**src/gate_seq_cfg.svh**
```systemverilog
`ifndef GATE_SEQ_CFG_SVH
`define GATE_SEQ_CFG_SVH

// ==========================================
// register offsets
`define REG_CTRL 8'h00
`define REG_STATUS 8'h04

// ==========================================
// control field positions
`define CTRL_CUR_LSB 0
`define CTRL_SCHEME_LSB 4
`define CTRL_WIN_LSB 6
`define CTRL_GAP_LSB 8
`define CTRL_GAIN_LSB 10
`define CTRL_THR_LSB 12
`define CTRL_RST 16'h00CF

// ==========================================
// status field positions
`define STAT_GATE_LSB 0
`define STAT_UV_BIT 6
`define STAT_UV_LIVE_BIT 7

// ==========================================
// timing
`define CLK_NS 100
`define WIN_HW_NS 4000
`define WIN0_NS 500
`define WIN1_NS 1000
`define WIN2_NS 2000
`define WIN3_NS 4000
`define GAP1_NS 100
`define GAP2_NS 200
`define GAP3_NS 400
`define WIN_HW_CYC (`WIN_HW_NS / `CLK_NS)
`define WIN0_CYC (`WIN0_NS / `CLK_NS)
`define WIN1_CYC (`WIN1_NS / `CLK_NS)
`define WIN2_CYC (`WIN2_NS / `CLK_NS)
`define WIN3_CYC (`WIN3_NS / `CLK_NS)
`define GAP1_CYC ((`GAP1_NS + `CLK_NS - 1) / `CLK_NS)
`define GAP2_CYC ((`GAP2_NS + `CLK_NS - 1) / `CLK_NS)
`define GAP3_CYC ((`GAP3_NS + `CLK_NS - 1) / `CLK_NS)

`endif

```
**src/gate_seq_pkg.sv**
```systemverilog
package gate_seq_pkg;

	typedef enum logic [1:0] {
		SCHEME_SIX = 2'h0,
		SCHEME_THREE = 2'h1,
		SCHEME_ONE = 2'h2,
		SCHEME_INDEP = 2'h3
	} cmd_scheme_e;

	typedef enum logic [1:0] {
		S_HOLD = 2'h0,
		S_WAIT_OFF = 2'h1,
		S_GAP = 2'h3
	} gate_state_e;

endpackage

```
**src/half_bridge_gate_sequencer.sv**
```systemverilog
`timescale 1ns/1ns
`include "gate_seq_cfg.svh"
module half_bridge_gate_sequencer import gate_seq_pkg::*; #(
	parameter int PHASES = 3,
	parameter bit HW_VARIANT = 1'b0
) (
	input wire logic clk_sys,
	input wire logic nrst,
	input wire logic [7:0] reg_addr,
	input wire logic [15:0] reg_wdata,
	input wire logic reg_wr,
	input wire logic reg_rd,
	output logic [15:0] reg_rdata,
	input wire logic serial_select_n,
	input wire logic serial_clock,
	output logic serial_data_out,
	output logic serial_data_oe,
	input wire logic [1:0] strap_gain,
	input wire logic [2:0] strap_current,
	input wire logic [1:0] strap_scheme,
	input wire logic [2:0] drain_source_threshold_strap,
	input wire logic [PHASES-1:0] cmd_high,
	input wire logic [PHASES-1:0] cmd_low,
	input wire logic [PHASES-1:0] vgs_high_on,
	input wire logic [PHASES-1:0] vgs_low_on,
	input wire logic supply_uv,
	output wire logic [PHASES-1:0] gate_high_on,
	output wire logic [PHASES-1:0] gate_low_on,
	output wire logic [PHASES-1:0] gate_high_strong,
	output wire logic [PHASES-1:0] gate_low_strong,
	output wire logic [PHASES-1:0] pulldown_high,
	output wire logic [PHASES-1:0] pulldown_low,
	output logic [3:0] gate_current_select,
	output logic [1:0] amp_gain_select,
	output logic [2:0] ds_threshold_select,
	output logic fault_flag_out_n
);

	localparam int WIN_W = 6;

	if (PHASES < 1 || PHASES > 3) begin : g_chk_phases
		$error("PHASES must be 1 to 3");
	end
	if (`WIN_HW_CYC >= (1 << WIN_W) || `WIN3_CYC >= (1 << WIN_W)) begin : g_chk_win
		$error("window counter too narrow");
	end

	// ==========================================
	// helpers
	function automatic logic [1:0] scheme_decode(input logic [1:0] sch, input logic h,
			input logic l);
		logic [1:0] r;
		r = 2'h0;
		case (sch)
			SCHEME_THREE: r = {l & h, l & ~h};
			SCHEME_INDEP: r = {h, l};
			default: r = {h & ~l, l & ~h};
		endcase
		return r;
	endfunction

	function automatic logic [3:0] strap_to_current(input logic [2:0] k);
		logic [3:0] r;
		r = 4'hF;
		case (k)
			3'h0: r = 4'h0;
			3'h1: r = 4'h2;
			3'h2: r = 4'h4;
			3'h3: r = 4'h7;
			3'h4: r = 4'h9;
			3'h5: r = 4'hC;
			default: r = 4'hF;
		endcase
		return r;
	endfunction

	function automatic logic [WIN_W-1:0] win_len(input logic [1:0] sel);
		logic [WIN_W-1:0] r;
		r = WIN_W'(`WIN3_CYC);
		case (sel)
			2'h0: r = WIN_W'(`WIN0_CYC);
			2'h1: r = WIN_W'(`WIN1_CYC);
			2'h2: r = WIN_W'(`WIN2_CYC);
			default: r = WIN_W'(`WIN3_CYC);
		endcase
		return r;
	endfunction

	function automatic logic [2:0] gap_len(input logic [1:0] sel);
		logic [2:0] r;
		r = 3'h0;
		case (sel)
			2'h1: r = 3'(`GAP1_CYC);
			2'h2: r = 3'(`GAP2_CYC);
			2'h3: r = 3'(`GAP3_CYC);
			default: r = 3'h0;
		endcase
		return r;
	endfunction

	// ==========================================
	// control and status registers
	logic [15:0] ctrl;
	logic [2*PHASES-1:0] gate_fault;
	logic uv_sticky;
	wire logic [2*PHASES-1:0] fault_evt;
	logic sel_ok;
	logic [15:0] rd_val;
	logic [15:0] status_val;

	assign sel_ok = ~serial_select_n & ~HW_VARIANT;

	always_comb begin
		status_val = 16'h0000;
		status_val[`STAT_GATE_LSB +: 2*PHASES] = gate_fault;
		status_val[`STAT_UV_BIT] = uv_sticky;
		status_val[`STAT_UV_LIVE_BIT] = supply_uv;
		case (reg_addr)
			`REG_CTRL: rd_val = ctrl;
			`REG_STATUS: rd_val = status_val;
			default: rd_val = 16'h0000;
		endcase
	end

	always_ff @(posedge clk_sys) begin
		if (!nrst) begin
			ctrl <= `CTRL_RST;
		end else if (sel_ok && reg_wr && reg_addr == `REG_CTRL) begin
			ctrl <= reg_wdata;
		end
	end

	// hardware sets win over a write-one clear
	always_ff @(posedge clk_sys) begin
		if (!nrst) begin
			gate_fault <= '0;
			uv_sticky <= 1'b0;
		end else begin
			for (int i = 0; i < 2*PHASES; i++) begin
				if (fault_evt[i]) begin
					gate_fault[i] <= 1'b1;
				end else if (sel_ok && reg_wr && reg_addr == `REG_STATUS &&
						reg_wdata[`STAT_GATE_LSB + i]) begin
					gate_fault[i] <= 1'b0;
				end
			end
			if (supply_uv) begin
				uv_sticky <= 1'b1;
			end else if (sel_ok && reg_wr && reg_addr == `REG_STATUS &&
					reg_wdata[`STAT_UV_BIT]) begin
				uv_sticky <= 1'b0;
			end
		end
	end

	always_ff @(posedge clk_sys) begin
		if (!nrst) begin
			reg_rdata <= 16'h0000;
		end else if (sel_ok && reg_rd) begin
			reg_rdata <= rd_val;
		end else begin
			reg_rdata <= 16'h0000;
		end
	end

	// ==========================================
	// serial read-back shifter, open drain
	logic [15:0] shift;
	logic sclk_q;

	always_ff @(posedge clk_sys) begin
		if (!nrst) begin
			shift <= 16'hFFFF;
			sclk_q <= 1'b0;
			serial_data_out <= 1'b0;
			serial_data_oe <= 1'b0;
		end else begin
			sclk_q <= serial_clock;
			if (sel_ok && reg_rd) begin
				shift <= rd_val;
			end else if (sel_ok && serial_clock && !sclk_q) begin
				shift <= {shift[14:0], 1'b1};
			end
			serial_data_out <= 1'b0;
			serial_data_oe <= sel_ok & ~shift[15];
		end
	end

	// ==========================================
	// effective settings
	logic [1:0] scheme;
	logic [WIN_W-1:0] win_cyc;
	logic [2:0] gap_cyc;

	always_ff @(posedge clk_sys) begin
		if (!nrst) begin
			scheme <= SCHEME_SIX;
			win_cyc <= WIN_W'(`WIN_HW_CYC);
			gap_cyc <= 3'h0;
			gate_current_select <= 4'h0;
			amp_gain_select <= 2'h0;
			ds_threshold_select <= 3'h0;
		end else if (HW_VARIANT) begin
			scheme <= strap_scheme;
			win_cyc <= WIN_W'(`WIN_HW_CYC);
			gap_cyc <= 3'h0;
			gate_current_select <= strap_to_current(strap_current);
			amp_gain_select <= strap_gain;
			ds_threshold_select <= drain_source_threshold_strap;
		end else begin
			scheme <= ctrl[`CTRL_SCHEME_LSB +: 2];
			win_cyc <= win_len(ctrl[`CTRL_WIN_LSB +: 2]);
			gap_cyc <= gap_len(ctrl[`CTRL_GAP_LSB +: 2]);
			gate_current_select <= ctrl[`CTRL_CUR_LSB +: 4];
			amp_gain_select <= ctrl[`CTRL_GAIN_LSB +: 2];
			ds_threshold_select <= ctrl[`CTRL_THR_LSB +: 3];
		end
	end

	always_ff @(posedge clk_sys) begin
		if (!nrst) begin
			fault_flag_out_n <= 1'b1;
		end else begin
			fault_flag_out_n <= ~(|gate_fault | uv_sticky | supply_uv);
		end
	end

	// ==========================================
	// command deglitch and delay stage
	logic [2*PHASES-1:0] cmd_s1;
	logic [2*PHASES-1:0] cmd_s2;
	logic [2*PHASES-1:0] cmd_filt;
	logic [2*PHASES-1:0] cmd_dly;
	logic [2*PHASES-1:0] cmd_prev;

	always_ff @(posedge clk_sys) begin
		if (!nrst) begin
			cmd_s1 <= '0;
			cmd_s2 <= '0;
			cmd_filt <= '0;
			cmd_dly <= '0;
			cmd_prev <= '0;
		end else begin
			cmd_s1 <= {cmd_high, cmd_low};
			cmd_s2 <= cmd_s1;
			for (int i = 0; i < 2*PHASES; i++) begin
				if (cmd_s1[i] == cmd_s2[i]) begin
					cmd_filt[i] <= cmd_s1[i];
				end
			end
			cmd_dly <= cmd_filt;
			cmd_prev <= cmd_dly;
		end
	end

	// ==========================================
	// per phase gate sequencer
	for (genvar p = 0; p < PHASES; p++) begin : g_ph
		gate_state_e st;
		gate_state_e next_st;
		logic gh;
		logic gl;
		logic next_gh;
		logic next_gl;
		logic on_high;
		logic next_on_high;
		logic [2:0] gap;
		logic [2:0] next_gap;
		logic [WIN_W-1:0] win;
		logic sw_high;
		logic sw_on;
		logic load;
		logic load_high;
		logic load_on;
		logic dh;
		logic dl;
		logic want_on;
		logic changed;
		logic hs;
		logic ls;
		logic pdh;
		logic pdl;

		assign {dh, dl} = supply_uv ? 2'h0 :
			scheme_decode(scheme, cmd_dly[PHASES + p], cmd_dly[p]);
		assign changed = (cmd_dly[PHASES + p] != cmd_prev[PHASES + p]) ||
			(cmd_dly[p] != cmd_prev[p]);
		assign want_on = on_high ? dh : dl;

		always_comb begin
			next_st = st;
			next_gh = gh;
			next_gl = gl;
			next_on_high = on_high;
			next_gap = gap;
			load = 1'b0;
			load_high = 1'b0;
			load_on = 1'b0;
			case (st)
				S_HOLD: begin
					if (gh && !dh) begin
						next_gh = 1'b0;
						load = 1'b1;
						load_high = 1'b1;
					end else if (gl && !dl) begin
						next_gl = 1'b0;
						load = 1'b1;
					end else if (!gh && dh) begin
						if (scheme == SCHEME_INDEP) begin
							next_gh = 1'b1;
							load = 1'b1;
							load_high = 1'b1;
							load_on = 1'b1;
						end else begin
							next_on_high = 1'b1;
							next_st = S_WAIT_OFF;
						end
					end else if (!gl && dl) begin
						if (scheme == SCHEME_INDEP) begin
							next_gl = 1'b1;
							load = 1'b1;
							load_on = 1'b1;
						end else begin
							next_on_high = 1'b0;
							next_st = S_WAIT_OFF;
						end
					end
				end
				S_WAIT_OFF: begin
					if (!want_on) begin
						next_st = S_HOLD;
					end else if (!(on_high ? vgs_low_on[p] : vgs_high_on[p])) begin
						next_gap = gap_cyc;
						next_st = S_GAP;
					end
				end
				S_GAP: begin
					if (!want_on) begin
						next_st = S_HOLD;
					end else if (gap == 3'h0) begin
						next_gh = on_high ? 1'b1 : gh;
						next_gl = on_high ? gl : 1'b1;
						load = 1'b1;
						load_high = on_high;
						load_on = 1'b1;
						next_st = S_HOLD;
					end else begin
						next_gap = gap - 3'h1;
					end
				end
				default: next_st = S_HOLD;
			endcase
		end

		always_ff @(posedge clk_sys) begin
			if (!nrst) begin
				st <= S_HOLD;
				gh <= 1'b0;
				gl <= 1'b0;
				on_high <= 1'b0;
				gap <= 3'h0;
			end else begin
				st <= next_st;
				gh <= next_gh;
				gl <= next_gl;
				on_high <= next_on_high;
				gap <= next_gap;
			end
		end

		always_ff @(posedge clk_sys) begin
			if (!nrst) begin
				win <= '0;
				sw_high <= 1'b0;
				sw_on <= 1'b0;
			end else if (load) begin
				win <= win_cyc;
				sw_high <= load_high;
				sw_on <= load_on;
			end else if (changed) begin
				win <= '0;
			end else if (win != '0) begin
				win <= win - WIN_W'(1);
			end
		end

		// strong drive and opposite pulldown stand exactly while the window runs
		always_ff @(posedge clk_sys) begin
			if (!nrst) begin
				hs <= 1'b0;
				ls <= 1'b0;
				pdh <= 1'b0;
				pdl <= 1'b0;
			end else if (load) begin
				hs <= load_high;
				ls <= ~load_high;
				pdh <= ~load_high;
				pdl <= load_high;
			end else if (changed || win <= WIN_W'(1)) begin
				hs <= 1'b0;
				ls <= 1'b0;
				pdh <= 1'b0;
				pdl <= 1'b0;
			end
		end

		assign fault_evt[2*p + 1] = !load && !changed && win == WIN_W'(1) && sw_high &&
			(vgs_high_on[p] != sw_on);
		assign fault_evt[2*p] = !load && !changed && win == WIN_W'(1) && !sw_high &&
			(vgs_low_on[p] != sw_on);

		assign gate_high_on[p] = gh;
		assign gate_low_on[p] = gl;
		assign gate_high_strong[p] = hs;
		assign gate_low_strong[p] = ls;
		assign pulldown_high[p] = pdh;
		assign pulldown_low[p] = pdl;
	end

endmodule

```
**config.mk**
```make
export PLATFORM = sky130hd
export DESIGN_NAME = half_bridge_gate_sequencer
export DESIGN_NICKNAME = d
export VERILOG_FILES = /design/src/gate_seq_pkg.sv /design/src/half_bridge_gate_sequencer.sv
export VERILOG_INCLUDE_DIRS = /design/src
export SDC_FILE = /design/constraint.sdc
export NUM_CORES = 1
export LEC_CHECK = 0
export ABC_AREA = 1
export BUFFER_PORTS_ARGS = -buffer_cell sky130_fd_sc_hd__buf_2
export CORE_ASPECT_RATIO = 0.5
export CORE_MARGIN = 8
export CORE_UTILIZATION = 52
export DETAILED_ROUTE_END_ITERATION = 10
export PLACE_DENSITY_LB_ADDON = 0.15
export SYNTH_ARGS = -nofsm -noshare
export SYNTH_HDL_FRONTEND = slang
export SYNTH_SLANG_ARGS = --single-unit
```
**constraint.sdc**
```tcl
create_clock -name clk_sys -period 2 [get_ports clk_sys]
set_clock_uncertainty 0.15 [all_clocks]
set_input_delay 0.1 -clock clk_sys [delete_from_list [all_inputs] [get_ports clk_sys]]
set_output_delay 0.1 -clock clk_sys [all_outputs]
set_load 0.01 [all_outputs]
```
* After elaboration in Yosys (flattened, before gate mapping)
Index checks and enable logic that the tools add are counted.
W data, S select, Z words.
** Operators by class
- Eq/ne operators :: 93
- Multiplexer cells :: 197
- Reductions and logical operators :: 122
- Magnitude comparators :: 3
- Bitwise logic cells :: 31
- Add/subtract/negate cells :: 6
** Operator list (number)
- $mux W1 :: 117
- $ne A3 B3 Y1 const B :: 27
- $ne A2 B2 Y1 const B :: 31
- $mux W2 :: 30
- $mux W6 :: 9
- $logic_and A1 B1 Y1 :: 43
- $reduce_bool A2 Y1 :: 20
- $mux W3 :: 12
- $reduce_and A5 Y1 :: 7
- $mux W16 :: 2
- $pmux W16 S2 :: 1
- $pmux W1 S2 :: 15
- $reduce_and A8 Y1 :: 3
- $logic_not A1 Y1 :: 22
- $reduce_and A7 Y1 :: 3
- $not A1 Y1 :: 19
- $eq A6 B1 Y1 const B :: 3
- $le A6 B1 Y1 const B :: 3
- $pmux W2 S3 :: 3
- $pmux W3 S2 :: 3
- $pmux W6 S3 :: 1
- $reduce_bool A6 Y1 :: 3
- $sub A6 B1 Y6 const B :: 3
- $eq A2 B2 Y1 const B :: 7
- other kinds (17) :: 65
** Word-level totals
- Output and inout port bits :: 46
- Input bits :: 53
- Logic and storage cells :: 511
- Register bits after elaboration :: 162

* Depth between registers and ports, before layout
- Depth in word-level cells :: 16
- Depth in mapped cells :: 17
- Depth with buffers taken out :: 16

* Worst setup path before layout
Ideal clock, no wire load.
- Path kind :: register to register
- Start point :: register scheme[0]
- End point :: register g_ph[0].win[5]
- Path slack :: -0.086 ns
- Cell stages (with the launch flop) :: 17
- Library setup time :: 0.064 ns
- Clock period less this slack :: 2.086 ns
- Required time :: 1.786 ns
- Arrival :: 1.872 ns
- Path buffers :: 1
- Cell sequence :: dfxtp_1 > inv_1 > nor2_2 > nand2_1 > nand2_1 > inv_1 > ha_1 > nor2_1 > nor2_1 > o31ai_1 > nand2_2 > nand2_4 > buf_6 > nand2_2 > o21ai_1 > inv_1 > nor2_1
** Between the ends
- Longest elaborated chain between the ends :: 10
- Elaborated cells on any way between the ends :: 20
- Those cells by class :: eq/ne (2); mux (11); reduce/logical (7)
** RTL lines
- from (decl) :: line half_bridge_gate_sequencer.sv:191 : logic [1:0] scheme;
- from (signal assigned) :: line half_bridge_gate_sequencer.sv:204 : scheme <= strap_scheme;
- from (signal assigned) :: line half_bridge_gate_sequencer.sv:211 : scheme <= ctrl[`CTRL_SCHEME_LSB +: 2];
- $eq A2 B2 Y1 / $eq A2 B1 Y1 (equally long branches) :: line half_bridge_gate_sequencer.sv:54, half_bridge_gate_sequencer.sv:309, half_bridge_gate_sequencer.sv:319
- $pmux W2 S2 :: line half_bridge_gate_sequencer.sv:54 : case (sch)
- $mux W2 :: line half_bridge_gate_sequencer.sv:284 : assign {dh, dl} = supply_uv ? 2'h0 :
- $logic_and A1 B1 Y1 :: line half_bridge_gate_sequencer.sv:318 : end else if (!gl && dl) begin
- $mux W1 :: line half_bridge_gate_sequencer.sv:318
- $mux W1 :: line half_bridge_gate_sequencer.sv:308 : end else if (!gh && dh) begin
- $mux W1 :: line half_bridge_gate_sequencer.sv:305 : end else if (gl && !dl) begin
- $mux W1 :: line half_bridge_gate_sequencer.sv:301 : if (gh && !dh) begin
- $pmux W1 S2 * :: line half_bridge_gate_sequencer.sv:299 : case (st)
- $reduce_bool A3 Y1 (no line) / $mux W6 (equally long branches)
- to (signal assigned) :: line half_bridge_gate_sequencer.sv:377 : win <= win_cyc;
- to (signal assigned) :: line half_bridge_gate_sequencer.sv:383 : win <= win - WIN_W'(1);
- to (decl) :: line half_bridge_gate_sequencer.sv:269 : logic [WIN_W-1:0] win;
Every way passes the cells marked *; elsewhere a longest branch is shown, timed or not.
A chain may end at the register's enable or synchronous reset.

* Worst setup path in the final report
- Start point :: register scheme[0]
- End point :: register g_ph[0].win[1]
The elaborated chain is that of the path after synthesis.

==> impl_metrics.csv <==
group,metric,value,unit
min_path,hold_depth,6,
detailed_routing,drc,0,
yosys,async_flop_share,0,
layout,area_growth_syn_to_layout,29.5,%
power,p_clk_frac,0.277,
power,p_switching,0.00474,W
layout,post-route-util,0.688,
min_path,holdCritStartpoint,"vgs_high_on[2]",
yosys,netlist_instances,1032,
sta,rsz0062_at_grt,"true",
setup_path,start_kind,"register",
global_route,grt_pass1_wl,32900,µm
power,intPower,0.00736,W
yosys,yosys-top-cells-area,"dfxtp_1 (42%), nand2_1 (9.0%), inv_1 (7.5%)",
die,coreArea,0.0144,mm²
detailed_routing,finalWirelength,21200,µm
place,hpwl,14200,µm
layout,layout-drive-gt1-share,0.259,
layout,antenna_cells,0,
place,io_buffers,87,
yosys,yosysSeqAreaShare,0.423,
die,dieArea,0.0191,mm²
sta,slew_headroom,0.542,
power,switching_share,0.392,
layout,nets,1256,
cts,numCtsBuffers,17,
yosys,yosys.area.top_type,"dfxtp_1",
detailed_routing,via_per_inst,5.23,
sta,period_minus_slack,2.18,ns
sta,max_freq,459,MHz
setup_path,crit_type,"register to register",
power,pwr-share-comb,0.399,
die,die_x,188,µm
sta,period_share,1.09,
status,violations,"negative setup slack",
yosys,ys_warn_count,0,
global_route,grt-ovfl-total,0,
sta,drv_slew,0,
sta,setup_viol,28,
place,gp_congestion,0.880,
cts,cts_buffer_depth,2,
yosys,ys_types,53,
cts,clock_latency,0.43,ns
sta,tightest_slew,0.682,ns
yosys,synth-edff-count,0,
power,total_power,0.0121,W
global_route,grtUsageTotal,0.210,
min_path,hold_path_class,"primary input to register",
die,initial_core_util,0.531,
cts,cts_tree,"done",
cts,clockRootBuffer,"clkbuf_16",
job,drv_cap,0,
yosys,syn_nets,1114,
setup_path,crit_fanout,8,
yosys,yosysMostFrequentCell,"nand2_1",
setup_path,crit_path_start,"scheme[0]$_SDFF_PN0_",
die,dieHeight,102,µm
cts,cts.clk_slew.worst_paths,0.07,ns
yosys,ys.flop_type,"dfxtp_1",
detailed_routing,vias,7249,
global_route,grt_max_degree,53,
setup_path,arrival,2.35,ns
yosys,synth.top_cells.by_count,"nand2_1 (184), dfxtp_1 (162), inv_1 (153), o21ai_0 (94), nor2_1 (88)",
setup_path,endpoint_kind,"register",
yosys,synth.avg_cell_area,7.42,µm²
detailed_routing,dr.first_iter.drc_count,513,
power,powerDensity,1220,mW/mm²
yosys,ys_seq_elements,162,
sta,hold_violations,0,
layout,ff_latch_area,0.00325,mm²
cts,htreeDepth,4,
yosys,synth_area,0.00766,mm²
status,status,"finished, violations left",
power,p_leak,4.61,nW
die,ios,99,
yosys,synth_top_area_frac,0.423,
detailed_routing,dr.pass1.iters,7,
global_route,grt_antenna_before_repair,0,
setup_path,reg2reg_depth,16,
setup_path,crit-reg2reg-launch,"scheme[0]$_SDFF_PN0_",
sta,timing.final.ws_setup,-0.178,ns
power,seqPwrFrac,0.324,
die,row_count,31,
detailed_routing,ant_nets,0,
cts,clock_sinks,162,
layout,multi_input_area,0.00393,mm²
global_route,first_global_vias,6935,
layout,fillers,1163,
power,vdd_ir_drop_max,0.626,mV
setup_path,critPathRequiredTime,2.17,ns
detailed_routing,drt-wirelength-per-cell,15.3,µm
flip-flops by register name, indices dropped and copies added (netlist names), 4 cells and up:
name	cells
g_ph.win	18
ctrl	16
reg_rdata	16
shift	16
g_ph.gap	9
cmd_dly	6
cmd_filt	6
cmd_prev	6
cmd_s1	6
cmd_s2	6
g_ph.st	6
gate_fault	6
win_cyc	6
gate_current_select	4
path summary, 6_finish.rpt:
kind,endpoint,slack (ns)
worst max-delay path,g_ph[0].win[1]$_SDFFE_PN0P_,-0.18
worst min-delay path,gate_fault[5]$_SDFFE_PN0P_,0.004
worst max register to register,g_ph[0].win[1]$_SDFFE_PN0P_,-0.18
worst min register to register,cmd_s2[0]$_SDFF_PN0_,0.28
area by class of cell:
cell class | count | share of cell area
inverters | 160 | 0.0636
repair buffers | 174 | 0.125
flip-flops and latches | 162 | 0.328
clock buffers | 17 | 0.0429
clock inverters | 15 | 0.0187
multi-input cells | 659 | 0.397
well taps | 198 | 0.0250
power by group through the flow:
stage          logic, W  registers, W  clock network (W)
2_1_floorplan   0.00300       0.00391                  0
3_3_place_gp    0.00365       0.00396                  0
3_5_place_dp    0.00371       0.00397                  0
4_1_cts         0.00392       0.00390            0.00338
5_1_grt         0.00528       0.00397            0.00354
6_report        0.00482       0.00392            0.00335
per-layer routing:
| layer | up-vias | GRT usage | routed length (µm) |
|---|---|---|---|
| met3 | 36 | 0.0473 | 1560 |
| met2 | 267 | 0.342 | 9740 |
| met5 | - | 0 | 0 |
| met4 | 0 | 0.0686 | 451 |
| met1 | 3349 | 0.275 | 9460 |
| li1 | 3597 | - | - |
stage by stage:
step | area (µm²) | std cells | TNS [ns] | hold WS [ns] | setup slack [ns]
after floorplan | 7670 | 1032 | -0.132 | 0.0268 | -0.0472
after global placement | 8410 | 1307 | -2.39 | 0.136 | -0.214
after detailed placement | 8410 | 1307 | -4.03 | 0.143 | -0.235
after CTS | 9420 | 1374 | -2.27 | 0.00140 | -0.133
after global routing | 9920 | 1385 | -6.12 | 0.0353 | -0.313
final | 9920 | 1385 | -2.50 | 0.00410 | -0.178
placed cells by master, fill, tap and decap left out, types with 4 or more instances in the layout:
cell / instances
a211oi_1: 6
dlygate4sd3_1: 29
o21ai_2: 7
o211ai_1: 8
buf_12: 4
dfxtp_1: 156
nand2_1: 163
o31ai_1: 10
a21oi_2: 17
o22ai_1: 6
xor2_1: 6
inv_4: 4
nand3_1: 29
nor2_2: 5
o21ai_0: 82
inv_8: 6
o21ai_1: 13
ha_1: 21
nand4_1: 11
inv_2: 7
ha_2: 4
nor3_1: 26
nor2_4: 6
buf_2: 87
inv_6: 5
buf_4: 46
nand3_2: 9
inv_1: 145
a21oi_1: 60
xnor2_1: 11
nand2_2: 26
buf_6: 7
ha_4: 4
nor2_1: 79
dfxtp_2: 5
nand2_4: 14
clkbuf_16: 17
kinds of logic after synthesis:
group                    after synthesis  share of synthesized area
buffers and inverters                213                      0.121
other                                  1                   0.000489
flip-flops                           162                      0.423
XOR/XNOR                              17                     0.0194
adder cells (fa/ha/maj)               29                     0.0474
AND/OR/NAND/NOR                      387                      0.228
AO/OA/AOI/OAI                        223                      0.161
worst max-delay path, stage by stage (launching register included):
cell and delay [ns]:
dfxtp_4 0.37, inv_4 0.05, nor2_4 0.12, nand2_2 0.07
nand2_2 0.07, inv_2 0.05, ha_4 0.16, nor2_4 0.14
nor2_4 0.06, o31ai_4 0.22, nand2_2 0.12, nand2_8 0.14
inv_6 0.06, nand2_2 0.05, nand2_1 0.06, nor2_1 0.14
nor2_1 0.05
repair_timing:
item                       in CTS  in global routing
hold buffers                   29                  0
hold endpoints to repair       36                  0
gates cloned                    1                  1
setup endpoints to repair      31                 55
buffers inserted                6                 10
pin swaps                      13                 33
resized for setup              25                112
Note: power is estimated with default switching activity, not from simulation.
